### src/hw/sdocfg_consts.vh
// constants for the serial output and output word configuration block
`ifndef SDOCFG_CONSTS_VH
`define SDOCFG_CONSTS_VH

// ===============================
// register byte offsets
`define SDOCFG_OFS_INPUT_CFG 8'h08
`define SDOCFG_OFS_SERIAL_OUT_CFG 8'h0c
`define SDOCFG_OFS_WORD_CFG 8'h10
// pattern registers are kept as word indices; byte address is four times the index
`define SDOCFG_IDX_PAT_LOW 8'h14
`define SDOCFG_IDX_PAT_MID 8'h15
`define SDOCFG_IDX_PAT_TOP 8'h16
`define SDOCFG_OFS_RESULT 8'h80
`define SDOCFG_OFS_STATUS 8'h84
`define SDOCFG_OFS_START 8'h88

// ===============================
// reset values
`define SDOCFG_RST_SERIAL_OUT_CFG 8'h00
`define SDOCFG_RST_WORD_CFG 8'h00
`define SDOCFG_RST_INPUT_CFG 8'h00

// ===============================
// write masks (reserved bits never stored)
`define SDOCFG_MASK_SERIAL_OUT_CFG 8'hdf
`define SDOCFG_MASK_WORD_CFG 8'h0f
`define SDOCFG_MASK_INPUT_CFG 8'h03
`define SDOCFG_MASK_PAT_TOP 8'h0f

// ===============================
// encodings
`define SDOCFG_PROTO_PLAIN 2'h0
`define SDOCFG_PROTO_EARLY 2'h1
`define SDOCFG_PROTO_BAD 2'h2
`define SDOCFG_PROTO_SRCSYNC 2'h3
`define SDOCFG_CLK_ECHO 2'h0
`define SDOCFG_CLK_INT 2'h1
`define SDOCFG_CLK_INT2 2'h2
`define SDOCFG_CLK_INT4 2'h3

// ===============================
// frame widths
`define SDOCFG_WORD_BITS 22
`define SDOCFG_PAYLOAD_BITS 20

`endif

### src/hw/sdocfg_shift.v
// serial output shifter: lanes, data rate, early launch, clock source
`timescale 1ns/1ps
`default_nettype none
`include "sdocfg_consts.vh"

module sdocfg_shift (
	// clock and reset
	input wire clk_sys,
	input wire sys_rst,
	// synchronised link
	input wire cs_n,
	input wire sclk,
	// configuration
	input wire [7:0] out_cfg,
	input wire [1:0] in_mode,
	input wire [21:0] word,
	// outputs
	output reg [3:0] sdo_reg,
	output reg rclk_reg,
	output reg busy_reg
);
	reg sclk_d;
	reg cs_d;
	reg [21:0] sh_reg;
	reg skip_reg;
	reg [1:0] pre_reg;
	reg prim;
	wire [1:0] proto;
	wire [1:0] lanes;
	wire cpol;
	wire cpha;
	wire ddr;
	wire rise;
	wire fall;
	wire lead;
	wire trail;
	wire launch;
	wire startf;
	wire [2:0] step;

	assign proto = out_cfg[1:0];
	assign lanes = out_cfg[3:2];
	assign cpol = in_mode[1];
	assign cpha = in_mode[0];
	// data rate bit only counts outside the plain protocol
	assign ddr = (proto != `SDOCFG_PROTO_PLAIN) & out_cfg[4];
	assign rise = sclk & ~sclk_d;
	assign fall = ~sclk & sclk_d;
	assign lead = cpol ? fall : rise;
	assign trail = cpol ? rise : fall;
	assign startf = cs_d & ~cs_n;
	assign step = (lanes == 2'h3) ? 3'h4 : ((lanes == 2'h2) ? 3'h2 : 3'h1);

	// internal output clock tick for source-synchronous mode
	always @* begin
		case (out_cfg[7:6])
		`SDOCFG_CLK_INT: prim = 1'b1;
		`SDOCFG_CLK_INT2: prim = (pre_reg[0] == 1'b1);
		`SDOCFG_CLK_INT4: prim = (pre_reg == 2'h3);
		default: prim = 1'b0;
		endcase
	end

	// early launch moves the update onto the leading edge
	assign launch = (proto == `SDOCFG_PROTO_SRCSYNC) ?
		((out_cfg[7:6] == `SDOCFG_CLK_ECHO) ? (ddr ? (rise | fall) : rise) :
		(prim & (ddr | ~rclk_reg))) :
		(proto == `SDOCFG_PROTO_EARLY) ? (ddr ? (rise | fall) : lead) :
		(cpha ? lead : trail);

	always @(posedge clk_sys) begin
		if (sys_rst) begin
			sclk_d <= 1'b0;
			cs_d <= 1'b1;
			sh_reg <= 22'h000000;
			skip_reg <= 1'b0;
			pre_reg <= 2'h0;
			sdo_reg <= 4'h0;
			rclk_reg <= 1'b0;
			busy_reg <= 1'b0;
		end else begin
			sclk_d <= sclk;
			cs_d <= cs_n;
			pre_reg <= pre_reg + 2'h1;
			if (cs_n) begin
				busy_reg <= 1'b0;
				rclk_reg <= 1'b0;
			end else if (startf) begin
				busy_reg <= 1'b1;
				sh_reg <= word;
				sdo_reg <= {word[18], word[19], word[20], word[21]};
				// a phase-1 host samples on trailing edges, so the msb outlives the first lead
				skip_reg <= ~proto[0] & cpha;
			end else if (launch && busy_reg && skip_reg) begin
				skip_reg <= 1'b0;
			end else if (launch && busy_reg) begin
				sh_reg <= sh_reg << step;
				sdo_reg <= (lanes == 2'h3) ? {sh_reg[14], sh_reg[15], sh_reg[16], sh_reg[17]} :
					(lanes == 2'h2) ? {2'b00, sh_reg[18], sh_reg[19]} :
					{3'b000, sh_reg[20]};
				if (proto == `SDOCFG_PROTO_SRCSYNC) begin
					rclk_reg <= (out_cfg[7:6] == `SDOCFG_CLK_ECHO) ? sclk : ~rclk_reg;
				end
			end else if (proto == `SDOCFG_PROTO_SRCSYNC && prim && busy_reg) begin
				rclk_reg <= ~rclk_reg;
			end
		end
	end
endmodule // sdocfg_shift
`default_nettype wire

### src/hw/sdocfg_top.v
// serial output configuration block with axi4-lite register slave
// ===============================
//
// Our own choice: register access over AXI4-Lite.
`timescale 1ns/1ps
`default_nettype none
`include "sdocfg_consts.vh"

module sdocfg_top (
	// clock and reset
	input wire clk_sys,
	input wire sys_rst,
	// axi4-lite write address
	input wire [7:0] s_axi_awaddr,
	input wire s_axi_awvalid,
	output reg s_axi_awready,
	// axi4-lite write data
	input wire [31:0] s_axi_wdata,
	input wire [3:0] s_axi_wstrb,
	input wire s_axi_wvalid,
	output reg s_axi_wready,
	// axi4-lite write response
	output reg [1:0] s_axi_bresp,
	output reg s_axi_bvalid,
	input wire s_axi_bready,
	// axi4-lite read address
	input wire [7:0] s_axi_araddr,
	input wire s_axi_arvalid,
	output reg s_axi_arready,
	// axi4-lite read data
	output reg [31:0] s_axi_rdata,
	output reg [1:0] s_axi_rresp,
	output reg s_axi_rvalid,
	input wire s_axi_rready,
	// serial link from the host
	input wire link_cs_n,
	input wire link_sclk,
	// serial link to the host
	output reg [3:0] sdo_lane_reg,
	output reg out_clk_reg
);
	// ===============================
	// registers
	reg [7:0] serial_output_config_reg;
	reg [7:0] output_word_config_reg;
	reg [7:0] serial_input_config_reg;
	reg [7:0] pattern_low_byte_reg;
	reg [7:0] pattern_middle_byte_reg;
	reg [7:0] pattern_top_nibble_reg;
	reg [19:0] result_reg;
	reg [7:0] aw_addr_reg;
	reg aw_have_reg;
	reg [31:0] w_data_reg;
	reg [3:0] w_strb_reg;
	reg w_have_reg;
	reg cs_m_reg;
	reg cs_s_reg;
	reg sclk_m_reg;
	reg sclk_s_reg;
	reg [31:0] rd_next;
	reg rd_ok;
	reg wr_ok;
	wire [21:0] word;
	wire [3:0] sdo;
	wire rclk;
	wire busy;
	wire do_write;
	wire [7:0] wbyte;

	// byte address of a register kept as an index
	function [7:0] idx_addr;
		input [7:0] idx;
		begin
			idx_addr = {idx[5:0], 2'b00};
		end
	endfunction

	// merge byte lane 0 under its strobe and a field mask
	function [7:0] merge8;
		input [7:0] old;
		input [7:0] data;
		input strb;
		input [7:0] mask;
		begin
			merge8 = strb ? (data & mask) : old;
		end
	endfunction

	// ===============================
	// link synchronisers: first stage is read only by the second
	always @(posedge clk_sys) begin
		if (sys_rst) begin
			cs_m_reg <= 1'b1;
			cs_s_reg <= 1'b1;
			sclk_m_reg <= 1'b0;
			sclk_s_reg <= 1'b0;
		end else begin
			cs_m_reg <= link_cs_n;
			cs_s_reg <= cs_m_reg;
			sclk_m_reg <= link_sclk;
			sclk_s_reg <= sclk_m_reg;
		end
	end

	// ===============================
	// axi4-lite write side: address and data taken in either order
	assign do_write = aw_have_reg & w_have_reg & ~s_axi_bvalid;
	assign wbyte = w_data_reg[7:0];

	always @* begin
		case (aw_addr_reg)
		`SDOCFG_OFS_SERIAL_OUT_CFG, `SDOCFG_OFS_WORD_CFG, `SDOCFG_OFS_INPUT_CFG,
		`SDOCFG_OFS_START, `SDOCFG_OFS_RESULT: wr_ok = 1'b1;
		default: wr_ok = (aw_addr_reg == idx_addr(`SDOCFG_IDX_PAT_LOW)) |
			(aw_addr_reg == idx_addr(`SDOCFG_IDX_PAT_MID)) |
			(aw_addr_reg == idx_addr(`SDOCFG_IDX_PAT_TOP));
		endcase
	end

	always @(posedge clk_sys) begin
		if (sys_rst) begin
			s_axi_awready <= 1'b0;
			s_axi_wready <= 1'b0;
			s_axi_bvalid <= 1'b0;
			s_axi_bresp <= 2'h0;
			aw_have_reg <= 1'b0;
			w_have_reg <= 1'b0;
			aw_addr_reg <= 8'h00;
			w_data_reg <= 32'h00000000;
			w_strb_reg <= 4'h0;
			serial_output_config_reg <= `SDOCFG_RST_SERIAL_OUT_CFG;
			output_word_config_reg <= `SDOCFG_RST_WORD_CFG;
			serial_input_config_reg <= `SDOCFG_RST_INPUT_CFG;
			pattern_low_byte_reg <= 8'h00;
			pattern_middle_byte_reg <= 8'h00;
			pattern_top_nibble_reg <= 8'h00;
			result_reg <= 20'h00000;
		end else begin
			s_axi_awready <= ~aw_have_reg & ~s_axi_awready & s_axi_awvalid;
			s_axi_wready <= ~w_have_reg & ~s_axi_wready & s_axi_wvalid;
			if (s_axi_awvalid && s_axi_awready) begin
				aw_have_reg <= 1'b1;
				aw_addr_reg <= {s_axi_awaddr[7:2], 2'b00};
			end
			if (s_axi_wvalid && s_axi_wready) begin
				w_have_reg <= 1'b1;
				w_data_reg <= s_axi_wdata;
				w_strb_reg <= s_axi_wstrb;
			end
			if (s_axi_bvalid && s_axi_bready) begin
				s_axi_bvalid <= 1'b0;
			end
			if (do_write) begin
				aw_have_reg <= 1'b0;
				w_have_reg <= 1'b0;
				s_axi_bvalid <= 1'b1;
				s_axi_bresp <= wr_ok ? 2'h0 : 2'h2;
				// reserved bits are masked so they always read zero
				if (aw_addr_reg == `SDOCFG_OFS_SERIAL_OUT_CFG) begin
					serial_output_config_reg <= merge8(serial_output_config_reg, wbyte,
						w_strb_reg[0], `SDOCFG_MASK_SERIAL_OUT_CFG);
				end
				if (aw_addr_reg == `SDOCFG_OFS_WORD_CFG) begin
					output_word_config_reg <= merge8(output_word_config_reg, wbyte,
						w_strb_reg[0], `SDOCFG_MASK_WORD_CFG);
				end
				if (aw_addr_reg == `SDOCFG_OFS_INPUT_CFG) begin
					serial_input_config_reg <= merge8(serial_input_config_reg, wbyte,
						w_strb_reg[0], `SDOCFG_MASK_INPUT_CFG);
				end
				if (aw_addr_reg == idx_addr(`SDOCFG_IDX_PAT_LOW)) begin
					pattern_low_byte_reg <= merge8(pattern_low_byte_reg, wbyte,
						w_strb_reg[0], 8'hff);
				end
				if (aw_addr_reg == idx_addr(`SDOCFG_IDX_PAT_MID)) begin
					pattern_middle_byte_reg <= merge8(pattern_middle_byte_reg, wbyte,
						w_strb_reg[0], 8'hff);
				end
				if (aw_addr_reg == idx_addr(`SDOCFG_IDX_PAT_TOP)) begin
					pattern_top_nibble_reg <= merge8(pattern_top_nibble_reg, wbyte,
						w_strb_reg[0], `SDOCFG_MASK_PAT_TOP);
				end
				// stands in for the converter output, which lives elsewhere
				if (aw_addr_reg == `SDOCFG_OFS_RESULT) begin
					result_reg <= w_data_reg[19:0];
				end
			end
		end
	end

	// ===============================
	// axi4-lite read side
	always @* begin
		rd_ok = 1'b1;
		case ({2'b00, s_axi_araddr[7:2]})
		`SDOCFG_OFS_SERIAL_OUT_CFG >> 2: rd_next = {24'h000000, serial_output_config_reg};
		`SDOCFG_OFS_WORD_CFG >> 2: rd_next = {24'h000000, output_word_config_reg};
		`SDOCFG_OFS_INPUT_CFG >> 2: rd_next = {24'h000000, serial_input_config_reg};
		`SDOCFG_IDX_PAT_LOW: rd_next = {24'h000000, pattern_low_byte_reg};
		`SDOCFG_IDX_PAT_MID: rd_next = {24'h000000, pattern_middle_byte_reg};
		`SDOCFG_IDX_PAT_TOP: rd_next = {24'h000000, pattern_top_nibble_reg};
		`SDOCFG_OFS_RESULT >> 2: rd_next = {12'h000, result_reg};
		`SDOCFG_OFS_STATUS >> 2: rd_next = {9'h000, busy, word};
		default: begin
			rd_next = 32'h00000000;
			rd_ok = 1'b0;
		end
		endcase
	end

	always @(posedge clk_sys) begin
		if (sys_rst) begin
			s_axi_arready <= 1'b0;
			s_axi_rvalid <= 1'b0;
			s_axi_rdata <= 32'h00000000;
			s_axi_rresp <= 2'h0;
		end else begin
			s_axi_arready <= ~s_axi_arready & ~s_axi_rvalid & s_axi_arvalid;
			if (s_axi_arvalid && s_axi_arready) begin
				s_axi_rvalid <= 1'b1;
				s_axi_rdata <= rd_next;
				s_axi_rresp <= rd_ok ? 2'h0 : 2'h2;
			end else if (s_axi_rvalid && s_axi_rready) begin
				s_axi_rvalid <= 1'b0;
			end
		end
	end

	// ===============================
	// datapath
	sdocfg_word u_word (
		.clk_sys(clk_sys),
		.sys_rst(sys_rst),
		.word_cfg(output_word_config_reg),
		.pattern({pattern_top_nibble_reg[3:0], pattern_middle_byte_reg,
			pattern_low_byte_reg}),
		.result(result_reg),
		.word_reg(word)
	);

	// protocol 10b is left to the host to avoid; it behaves like 00b here
	sdocfg_shift u_shift (
		.clk_sys(clk_sys),
		.sys_rst(sys_rst),
		.cs_n(cs_s_reg),
		.sclk(sclk_s_reg),
		.out_cfg(serial_output_config_reg),
		.in_mode(serial_input_config_reg[1:0]),
		.word(word),
		.sdo_reg(sdo),
		.rclk_reg(rclk),
		.busy_reg(busy)
	);

	always @(posedge clk_sys) begin
		if (sys_rst) begin
			sdo_lane_reg <= 4'h0;
			out_clk_reg <= 1'b0;
		end else begin
			sdo_lane_reg <= sdo;
			out_clk_reg <= rclk;
		end
	end
endmodule // sdocfg_top
`default_nettype wire

### src/hw/sdocfg_word.v
// output word composer: payload select and even parity
`timescale 1ns/1ps
`default_nettype none
`include "sdocfg_consts.vh"

module sdocfg_word (
	// clock and reset
	input wire clk_sys,
	input wire sys_rst,
	// configuration
	input wire [7:0] word_cfg,
	input wire [19:0] pattern,
	input wire [19:0] result,
	// composed word
	output reg [21:0] word_reg
);
	wire [19:0] payload;
	wire [1:0] span;
	reg partial;
	reg [21:0] word_next;

	assign payload = word_cfg[0] ? pattern : result;
	assign span = word_cfg[3:2];

	// even parity is the xor of the covered bits
	always @* begin
		case (span)
		2'h0: partial = ^payload[19:16];
		2'h1: partial = ^payload[19:12];
		2'h2: partial = ^payload[19:8];
		default: partial = ^payload[19:4];
		endcase
		if (word_cfg[1]) begin
			word_next = {payload, ^payload, partial};
		end else begin
			word_next = {payload, 2'b00};
		end
	end

	always @(posedge clk_sys) begin
		if (sys_rst) begin
			word_reg <= 22'h000000;
		end else begin
			word_reg <= word_next;
		end
	end
endmodule // sdocfg_word
`default_nettype wire

### config.mk
export PLATFORM = sky130hd
export DESIGN_NAME = sdocfg_top
export DESIGN_NICKNAME = d
export VERILOG_FILES = /design/src/hw/sdocfg_shift.v /design/src/hw/sdocfg_top.v /design/src/hw/sdocfg_word.v
export VERILOG_INCLUDE_DIRS = /design/src /design/src/hw
export SDC_FILE = /design/constraint.sdc
export NUM_CORES = 1
export LEC_CHECK = 0
export BUFFER_PORTS_ARGS = -buffer_cell sky130_fd_sc_hd__buf_2
export CORE_MARGIN = 5
export CORE_UTILIZATION = 52
export DETAILED_ROUTE_END_ITERATION = 8
export GPL_ROUTABILITY_DRIVEN = 0
export PLACE_DENSITY = 0.73
export SKIP_CTS_REPAIR_TIMING = 1
export SYNTH_ARGS = -nofsm -noshare
export SYNTH_HDL_FRONTEND = slang
export SYNTH_SLANG_ARGS = --single-unit
export TNS_END_PERCENT = 50
### constraint.sdc
create_clock -name clk_sys -period 3.7 [get_ports clk_sys]
set_input_delay 0.185 -clock clk_sys [delete_from_list [all_inputs] [get_ports clk_sys]]
set_output_delay 0.185 -clock clk_sys [all_outputs]
set_load 0.01 [all_outputs]
======== After elaboration in Yosys (flattened, before gate mapping) ========
Cells that the tools add are included.
operators by class
  bitwise logic cells ..................... 33
  equality and inequality tests ........... 28
  add/subtract/negate cells ............... 1
  multiplexer cells ....................... 36
  shift operators ......................... 1
  reductions and logical operators ........ 37
operator list
  kind                                           count
  one-hot mux 23 bit (8 select lines)            1
  2-to-1 mux 22 bit                              3
  == test 6 x 5 -> 1 bit, second input constant  6
  == test 6 x 2 -> 1 bit, second input constant  4
  == test 6 bit, second input constant           4
  << shifter 22 x 3 -> 22 bit                    1
  AND reduction 3 bit                            7
  2-to-1 mux 1 bit                               20
  2-to-1 mux 20 bit                              1
  XOR reduction 20 bit                           1
  2-to-1 mux 4 bit                               4
  XOR reduction 16 bit                           1
  inverter 1 bit                                 15
  AND 1 bit                                      14
  == test 2 bit, second input constant           7
  == test 6 x 3 -> 1 bit, second input constant  2
  nonzero test 2 bit                             6
  XOR reduction 12 bit                           1
  logical AND 1 bit                              9
  2-to-1 mux 2 bit                               4
  OR reduction 8 bit                             1
  XOR reduction 8 bit                            1
  == test 2 x 1 -> 1 bit, second input constant  3
  one-hot mux 1 bit (3 select lines)             2
  10 further kinds                               18
storage, ports and cells
  bits in registers ....................... 187
  output and inout bits ................... 46

======== Logic depth before layout (Yosys ltp) ========
Gate-level depths: netlist (run 1).
  depth in word-level cells ............... 10
  depth in mapped cells ................... 10
  gate-level depth less buffers ........... 9

======== By module ========
From an unflattened synthesis (run 1), not the netlist that was laid out.
unflattened totals
  cell total of the unflattened synthesis .. 921
  area, all modules ....................... 8274.2 µm²
by module, submodules not included
  module        area an instance (µm²)  instances  seq. area each (µm²)  cells an instance
  sdocfg_top    4823.4                  1          2422.3                537
  sdocfg_shift  2257.2                  1          640.6                 264
  sdocfg_word   1193.6                  1          440.4                 120

======== Least setup slack after synthesis (run 1) ========
No wires, ideal clock.
  path type ............................... register to register
  start point ............................. register s_axi_bvalid
  end point ............................... register pattern_middle_byte_reg[0]
  data arrival time ....................... 1.759 ns
  path slack .............................. 1.813 ns
  stages on the path, launching flop included .. 8
  period minus slack after synthesis ...... 1.887 ns
  setup time .............................. 0.128 ns
  buffers on the path ..................... 1
  cells stage by stage .................... dfxtp_1 nand3b_2 nor4b_4 nand3_2 nor3b_1 buf_4 mux2i_1 nor2_1
between the ends
  word-level cells in the longest chain between the ends .. 3
RTL lines
  item                           line              source
  start, declared                sdocfg_top.v:24   output reg s_axi_bvalid,
  start signal, assigned         sdocfg_top.v:124  s_axi_bvalid <= 1'b0;
  start signal, assigned         sdocfg_top.v:151  s_axi_bvalid <= 1'b0;
  start signal, assigned         sdocfg_top.v:156  s_axi_bvalid <= 1'b1;
  inverter 1 bit                 sdocfg_top.v:107  assign do_write = aw_have_reg & w_have_reg & ~s_axi_bvalid;
  AND 1 bit                      sdocfg_top.v:107
  AND reduction 3 bit (no line)  --
  end signal, assigned           sdocfg_top.v:176  pattern_middle_byte_reg <= merge8(pattern_middle_byte_reg, wbyte,
  end, declared                  sdocfg_top.v:48   reg [7:0] pattern_middle_byte_reg;
No other way between the ends.
A chain may end at the register's enable or synchronous reset.

======== Worst setup path after layout (run 1) ========
  start point ............................. register sclk_s_reg
  end point ............................... register u_shift.sh_reg[4]
between the ends
  word-level cells in the longest chain between the ends .. 10
RTL lines
  item                                            line                                                     source
  start, declared                                 sdocfg_top.v:59                                          reg sclk_s_reg;
  start signal, assigned                          sdocfg_top.v:101                                         sclk_s_reg <= sclk_m_reg;
  inverter 1 bit                                  sdocfg_shift.v:48                                        assign fall = ~sclk & sclk_d;
  AND 1 bit                                       sdocfg_shift.v:48
  2-to-1 mux 1 bit, or another cell as far along  sdocfg_shift.v:50                                        assign trail = cpol ? rise : fall;
  2-to-1 mux 1 bit, on equally long branches      sdocfg_shift.v:69, sdocfg_shift.v:66, sdocfg_shift.v:68
  2-to-1 mux 1 bit, on equally long branches      sdocfg_shift.v:68, sdocfg_shift.v:66
  2-to-1 mux 1 bit *                              sdocfg_shift.v:65                                        assign launch = (proto == `SDOCFG_PROTO_SRCSYNC) ?
  logical AND 1 bit *                             sdocfg_shift.v:94, sdocfg_shift.v:96
  logical AND 1 bit                               sdocfg_shift.v:94                                        end else if (launch && busy_reg && skip_reg) begin
  != test 2 x 1 -> 1 bit (no line)                --
  AND reduction 3 bit (no line) *                 --
  end signal, assigned                            sdocfg_shift.v:90                                        sh_reg <= word;
  end signal, assigned                            sdocfg_shift.v:97                                        sh_reg <= sh_reg << step;
  end, declared                                   sdocfg_shift.v:24                                        reg [21:0] sh_reg;
Mark *: on every way between the ends. The rest lies on a longest branch, timed or not.

==> flow_metrics.py, run 1 <==
metrics = {
    "run_status": {
        "status": "finished with violations",
        "failed_checks": "hold timing",
    },
    "synth": {
        "synth.avg_cell_area_sq_um": 8.75,
        "postSynth.asyncResetShare_pct": 0,
        "synthesis.area_sq_mm": 0.00793,
        "number_of_synthesized_flops_with_an_enable_pin": 0,
        "number_of_register_bits_inferred_by_synthesis": 175,
        "register_area_share_after_synthesis_pct": 44.2,
        "synth.yosys.warnings": 0,
        "yosys.cell_types.count": 63,
        "synthesis.instances": 906,
        "synth_top_flop_cell": "dfxtp_1",
    },
    "clock_network": {
        "cts.root.buffer_cell": "clkbuf_16",
        "clkSinkCount": 175,
        "cts_max_level": 4,
        "tritoncts.num_buffers": 17,
        "max-clock-path-buffers": 2,
        "clkSlewWorstSetupHoldPaths_ps": 60,
        "cts_tree": "yes",
        "clock_insertion_delay_worst_skew_ps": 430,
    },
    "global_route": {
        "number_of_antenna_violations_at_the_first_check_in_global_routing": 0,
        "grt_pass1_vias": 5869,
        "globalRoute.totalOverflow": 0,
        "grt_max_degree": 88,
        "grtUsageTotal_pct": 21.0,
        "wire_length_of_the_first_global_routing_pass_mm": 30.2,
    },
    "detailed_routing": {
        "ant_nets": 0,
        "drt_pass1_iterations": 6,
        "initialDrtViolationCount": 594,
        "drc": 0,
        "routed_wl_mm": 19.0,
        "avgRoutedWirePerCell_um": 16.3,
        "vias_per_cell": 5.59,
        "dr_total_vias": 6504,
    },
    "sta": {
        "slew_headroom_pct": 24.2,
        "period_minus_slack_ps": 2470,
        "max_freq_mhz": 405,
        "setup_viol_count_final": 0,
        "pins_over_their_slew_limit": 0,
        "holdWs_ps": -13.6,
        "timing.final.crit_share_pct": 66.7,
        "worst_clk_skew_ps": 8.34,
        "hold_violations": 4,
        "timing_worst_slew_pin_value_ps": 1140,
        "rsz_0062_raised_after_global_routing": "no",
        "totalNegativeSetupSlack_ps": 0,
        "fin_ws_ps": 1230,
    },
    "setup_path": {
        "worst_setup_path_startpoint": "sclk_s_reg",
        "setup.worst_path.class": "reg -> reg",
        "critical_path.max_fanout": 34,
        "worstSetupEndpoint": "u_shift.sh_reg[4]",
        "critical_path_arrival_ps": 2820,
        "critical_path_required_ps": 4060,
        "start_of_the_worst_register_to_register_path": "sclk_s_reg",
        "rrSetupSlack_ps": 1230,
        "timing.reg2reg.worst_path_depth": 8,
        "crit_path_end_kind": "flip-flop",
        "critical_path.startpoint_type": "flip-flop",
        "reg2reg_to": "u_shift.sh_reg[4]",
    },
    "floorplanning": {
        "die-width_um": 133,
        "floorplan.initialDensity_pct": 52.5,
        "die_y_um": 133,
        "fp-row-count": 45,
        "floorplan.die_area_sq_mm": 0.0178,
        "design.core.area_sq_mm": 0.0151,
        "top_level_pins": 107,
    },
    "cells_and_area": {
        "layout-area-overhead-vs-synth_pct": 14.9,
        "layout.cells.most_common_list": "175 x dfxtp_1, 127 x nor2_1, 115 x nand2_1",
        "largest_reg_flops": 23,
        "seq_cell_area_sq_mm": 0.00350,
        "final_common_cell": "dfxtp_1",
        "finish.net_count": 1026,
        "postLayoutCoreUtil_pct": 60.4,
        "post_layout_nonfiller_instances": 1163,
        "antenna_cells": 0,
        "multiInputGateArea_sq_mm": 0.00408,
        "final_layout_size_suffix_gt1_share_pct": 16.6,
        "layout_filler_cell_count": 1321,
    },
    "min_path": {
        "timing.hold.worst.class": "in -> reg",
    },
    "power": {
        "p_per_area_mw_per_mm2": 445,
        "irDropWorstVdd_v": 0.000325,
        "power.total_mw": 4.05,
        "leakagePower_nw": 3.41,
    },
    "placement": {
        "port-buffer-count": 76,
        "placed_cells_incl_taps": 1117,
        "post-place-ws_ps": 1290,
        "dp_hpwl_mm": 12.9,
    },
    "run": {
        "timing.max_cap.violations": 0,
    },
}
==> how the worst min path moves through the flow <==
stage | from | end | slack (ps) | cells past startpoint
after floorplan | link_cs_n | cs_m_reg | 290 | 1
after global placement | link_cs_n | cs_m_reg | 380 | 2
after detailed placement | link_cs_n | cs_m_reg | 380 | 2
after CTS | link_cs_n | cs_m_reg | -70 | 2
after global routing | s_axi_wdata[8] | w_data_reg[8] | 3 | 3
final | s_axi_wdata[2] | w_data_reg[2] | -10 | 3
==> synthesized netlist by cell type (4+ instances only) <==
| library cell | number | area [sq um] |
|---|---|---|
| mux2i_1 | 79 | 791 |
| xnor2_1 | 17 | 149 |
| a221oi_1 | 7 | 61.3 |
| nand2b_1 | 7 | 43.8 |
| nand3b_1 | 4 | 30.0 |
| a211oi_1 | 26 | 195 |
| inv_1 | 9 | 33.8 |
| dfxtp_1 | 175 | 3500 |
| nand2_1 | 115 | 432 |
| a21oi_1 | 89 | 445 |
| buf_1 | 8 | 30.0 |
| a222oi_1 | 7 | 70.1 |
| nor2b_1 | 13 | 81.3 |
| nor2_1 | 127 | 477 |
| nand3_1 | 19 | 95.1 |
| buf_4 | 15 | 113 |
| nand4_1 | 4 | 25.0 |
| nor3_1 | 10 | 50.1 |
| xor2_1 | 13 | 114 |
| or2_2 | 4 | 25.0 |
| mux2_2 | 24 | 270 |
| o21ai_0 | 10 | 50.1 |
| a22oi_1 | 21 | 158 |
| clkbuf_1 | 47 | 176 |
==> metrics by stage <==
stage	hold WS [ps]	cell area (sq um)
3_5_place_dp	379	8340
2_1_floorplan	289	7970
3_3_place_gp	380	8340
6_report	-13.6	9110
5_1_grt	2.81	9110
4_1_cts	-66.5	8970
==> kinds of logic (layout without fill, tap and decap cells) <==
| logic type | Yosys count | in the layout | synth area share (%) |
|---|---|---|---|
| compound gates | 182 | 182 | 14.6 |
| xor+xnor | 31 | 31 | 3.52 |
| fa+ha+maj | 4 | 4 | 0.600 |
| buf+inv | 84 | 143 | 4.92 |
| flops | 175 | 175 | 44.2 |
| mux | 104 | 104 | 13.5 |
| other cells | 1 | 11 | 0.0473 |
| simple gates | 325 | 325 | 18.6 |
==> worst max-delay path, cell delays in order, from the launching register on <==
cell	delay, ps
dfxtp_1	370
inv_1	70
ha_1	310
mux2i_1	220
o221a_2	270
nand2_2	350
nor2_1	480
o211ai_1	170
a21oi_1	140
==> power breakdown <==
group / switching [mW] / internal, mW / leakage [nW]
Combinational: 0.114 / 0.0735 / 1.69
Sequential: 0.0299 / 1.91 / 1.42
Clock: 0.751 / 1.17 / 0.307
==> cell type report <==
| class | instances | area share (%) |
|---|---|---|
| Timing Repair Buffer | 102 | 6.86 |
| Tap cell | 188 | 2.58 |
| Sequential cell | 175 | 38.4 |
| Clock buffer | 20 | 5.01 |
| Clock inverter | 12 | 1.98 |
| Inverter | 9 | 0.371 |
| Multi-Input combinational cell | 657 | 44.8 |
==> routing by layer <==
layer,up-vias,GRT usage (%),routed length [um]
met5,-,0,0
met4,0,8.06,423
met3,29,4.04,1060
met2,205,31.5,8490
met1,3020,29.8,9000
li1,3250,-,-
(Power assumes the default switching activity.)
==> inputs of run 2 (changes only) <==
Settings changed: ABC_AREA from default to 1.
Clock period 3.7 ns to 2.4 ns, I/O delays scaled along.
==> run 2 against run 1 <==
Effect of this change:
- clock power is 57% higher
- sequential power is 55% higher
- global-route usage is 1.9 points higher
- routed wire length is 11% higher
- critical path depth is 4 higher
- via count is 18% higher
- first-iteration DRC count is 6.1% lower
- the run still ends with hold timing left
- critical path type unchanged
- core utilization is 2.0 points higher
- cell count is 25% higher
- die area is 0.94% higher
==> flow_metrics.py, run 2 <==
metrics = {
    "synth": {
        "post-synth-top-count-cell": "nand2_1",
        "synthesis.area_sq_mm": 0.00801,
        "area_share_of_and_or_nand_nor_cells_after_synthesis_pct": 23.2,
        "number_of_register_bits_inferred_by_synthesis": 175,
        "synth_mux_area_share_pct": 0,
        "netlist.top_cell.by_area": "dfxtp_1",
        "share_of_the_synthesized_area_in_compound_gates_ao_oa_aoi_oai_pct": 21.8,
        "synth_top_family_by_area": "simple AND/OR/NAND/NOR gates",
        "synthesis.instances": 1167,
        "synth_top_flop_cell": "dfxtp_1",
        "synth_adder_area_share_pct": 0.469,
        "register_area_share_after_synthesis_pct": 43.7,
        "synthDominantCellAreaShare_pct": 43.7,
        "yosys-top-cells-area": "dfxtp_1 44%, nand2_1 12%, o21ai_0 7.6%, a21oi_1 7.1%, nor2_1 7.0%",
        "yosys.cell_types.count": 44,
        "synth.yosys.warnings": 0,
        "postSynth.asyncResetShare_pct": 0,
        "ys_top_cells_by_count": "259 x nand2_1, 175 x dfxtp_1, 150 x nor2_1, 122 x inv_1, 122 x o21ai_0",
        "number_of_synthesized_flops_with_an_enable_pin": 0,
        "yosys.area_share.xor_xnor_pct": 0.437,
        "synth.avg_cell_area_sq_um": 6.86,
    },
    "placement": {
        "placed_cells_incl_taps": 1394,
        "port-buffer-count": 76,
        "dp_hpwl_mm": 14.9,
        "post-place-ws_ps": 258,
    },
    "power": {
        "leakagePower_nw": 3.93,
        "p_per_area_mw_per_mm2": 676,
        "irDropWorstVdd_v": 0.000519,
    },
    "global_route": {
        "wire_length_of_the_first_global_routing_pass_mm": 33.3,
        "grt_max_degree": 66,
        "globalRoute.totalOverflow": 0,
        "number_of_antenna_violations_at_the_first_check_in_global_routing": 0,
        "grtUsageTotal_pct": 22.9,
        "grt_pass1_vias": 6819,
    },
    "cells_and_area": {
        "post_layout_nonfiller_instances": 1456,
        "layout-area-overhead-vs-synth_pct": 18.0,
        "layout.cells.most_common_list": "259 x nand2_1, 175 x dfxtp_1, 150 x nor2_1",
        "final_common_cell": "nand2_1",
        "antenna_cells": 0,
        "finish.net_count": 1319,
        "largest_reg_flops": 23,
        "final_layout_size_suffix_gt1_share_pct": 11.7,
        "postLayoutCoreUtil_pct": 62.4,
    },
    "sta": {
        "fin_ws_ps": 231,
        "rsz_0062_raised_after_global_routing": "no",
        "setup_viol_count_final": 0,
        "period_minus_slack_ps": 2170,
        "hold_violations": 4,
        "timing_worst_slew_pin_value_ps": 730,
        "worst_clk_skew_ps": 7.68,
        "totalNegativeSetupSlack_ps": 0,
        "max_freq_mhz": 461,
        "slew_headroom_pct": 51.4,
        "holdWs_ps": -58.6,
        "pins_over_their_slew_limit": 0,
        "timing.final.crit_share_pct": 90.4,
    },
    "setup_path": {
        "start_of_the_worst_register_to_register_path": "sclk_s_reg",
        "rrSetupSlack_ps": 230,
        "critical_path.startpoint_type": "flip-flop",
        "crit_path_end_kind": "flip-flop",
        "critical_path.max_fanout": 40,
        "critical_path_required_ps": 2720,
        "reg2reg_to": "u_shift.sdo_reg[0]",
        "setup.worst_path.class": "reg -> reg",
        "critical_path_arrival_ps": 2490,
        "timing.reg2reg.worst_path_depth": 12,
    },
    "floorplanning": {
        "die_y_um": 134,
        "floorplan.die_area_sq_mm": 0.0180,
        "die-width_um": 134,
        "design.core.area_sq_mm": 0.0151,
        "top_level_pins": 107,
        "floorplan.initialDensity_pct": 52.9,
        "fp-row-count": 45,
    },
    "min_path": {
        "timing.hold.worst.class": "in -> reg",
        "hold-path-endpoint": "w_data_reg[2]",
        "min-delay-start": "s_axi_wdata[2]",
        "whs_path_depth": 3,
    },
    "clock_network": {
        "tritoncts.num_buffers": 17,
        "cts_max_level": 4,
        "max-clock-path-buffers": 2,
        "clkSinkCount": 175,
        "cts.root.buffer_cell": "clkbuf_16",
        "cts_tree": "yes",
        "clock_insertion_delay_worst_skew_ps": 430,
        "clkSlewWorstSetupHoldPaths_ps": 60,
    },
    "detailed_routing": {
        "vias_per_cell": 5.29,
        "routed_wl_mm": 21.1,
        "drt_pass1_iterations": 7,
        "initialDrtViolationCount": 558,
        "drc": 0,
        "ant_nets": 0,
        "dr_total_vias": 7701,
        "avgRoutedWirePerCell_um": 14.5,
    },
    "run": {
        "timing.max_cap.violations": 0,
    },
    "run_status": {
        "status": "finished with violations",
        "failed_checks": "hold timing",
    },
}
## run 2: changes by cell type after synthesis, moves of 25 or more
cell and change:
a211oi_1 -25, inv_1 +113, mux2i_1 -79, nand2_1 +144
o21ai_0 +112, o21ai_1 +28
## run 2: layout make-up
type / count / area, sq um
well taps: 188 / 235
fillers: 1368 / 5700
inverters: 130 / 488
repair buffers: 125 / 848
multi-input cells: 806 / 3720
clock inverters: 9 / 154
flip-flops and latches: 175 / 3500
clock buffers: 23 / 498
## run 2: worst max path at each step
stage	from	endpoint
floorplan	sclk_s_reg	u_shift.sdo_reg[1]
global placement	sclk_s_reg	u_shift.sdo_reg[0]
detailed placement	sclk_s_reg	u_shift.sdo_reg[0]
CTS	sclk_s_reg	u_shift.sdo_reg[0]
global route	sclk_s_reg	u_shift.sdo_reg[1]
finish	sclk_s_reg	u_shift.sdo_reg[0]
## run 2: report_power, final
group	switching, mW	internal (mW)	leakage (nW)	total (mW)
combinational	0.211	0.148	2.20	0.359
sequential	0.0442	2.96	1.42	3.00
clock	1.14	1.88	0.315	3.02
## run 2: cells by family (layout without fill, tap and decap cells)
kind of cell	after synthesis	after routing
adder cells (fa/ha/maj)	3	3
XOR/XNOR	4	4
other	1	11
AO/OA/AOI/OAI	322	322
buffers and inverters	196	287
AND/OR/NAND/NOR	466	466
flip-flops	175	175
## run 2: metal layers
| metal | vias up | track usage, % | wire length, um |
|---|---|---|---|
| met2 | 215 | 35.9 | 9730 |
| met5 | - | 0 | 0 |
| li1 | 3949 | - | - |
| met1 | 3492 | 30.3 | 9520 |
| met3 | 45 | 5.89 | 1270 |
| met4 | 0 | 9.05 | 573 |
## run 2: critical path: stages, from the launching register on
cell     delay (ps)
dfxtp_1         340
inv_1            70
ha_1            290
nand3_1         100
nand2_1          50
nor2_1           80
nor2_1           60
nor2_2          240
nand2_4         160
nand2_4         340
o21ai_0         160
o21ai_1         100
inv_1            50
## run 2: through the flow
step,power (mW),area (sq um)
6_report,6.39,9450
5_1_grt,6.60,9450
4_1_cts,6.37,9150
3_5_place_dp,3.38,8490
3_3_place_gp,3.38,8490
2_1_floorplan,3.29,8050
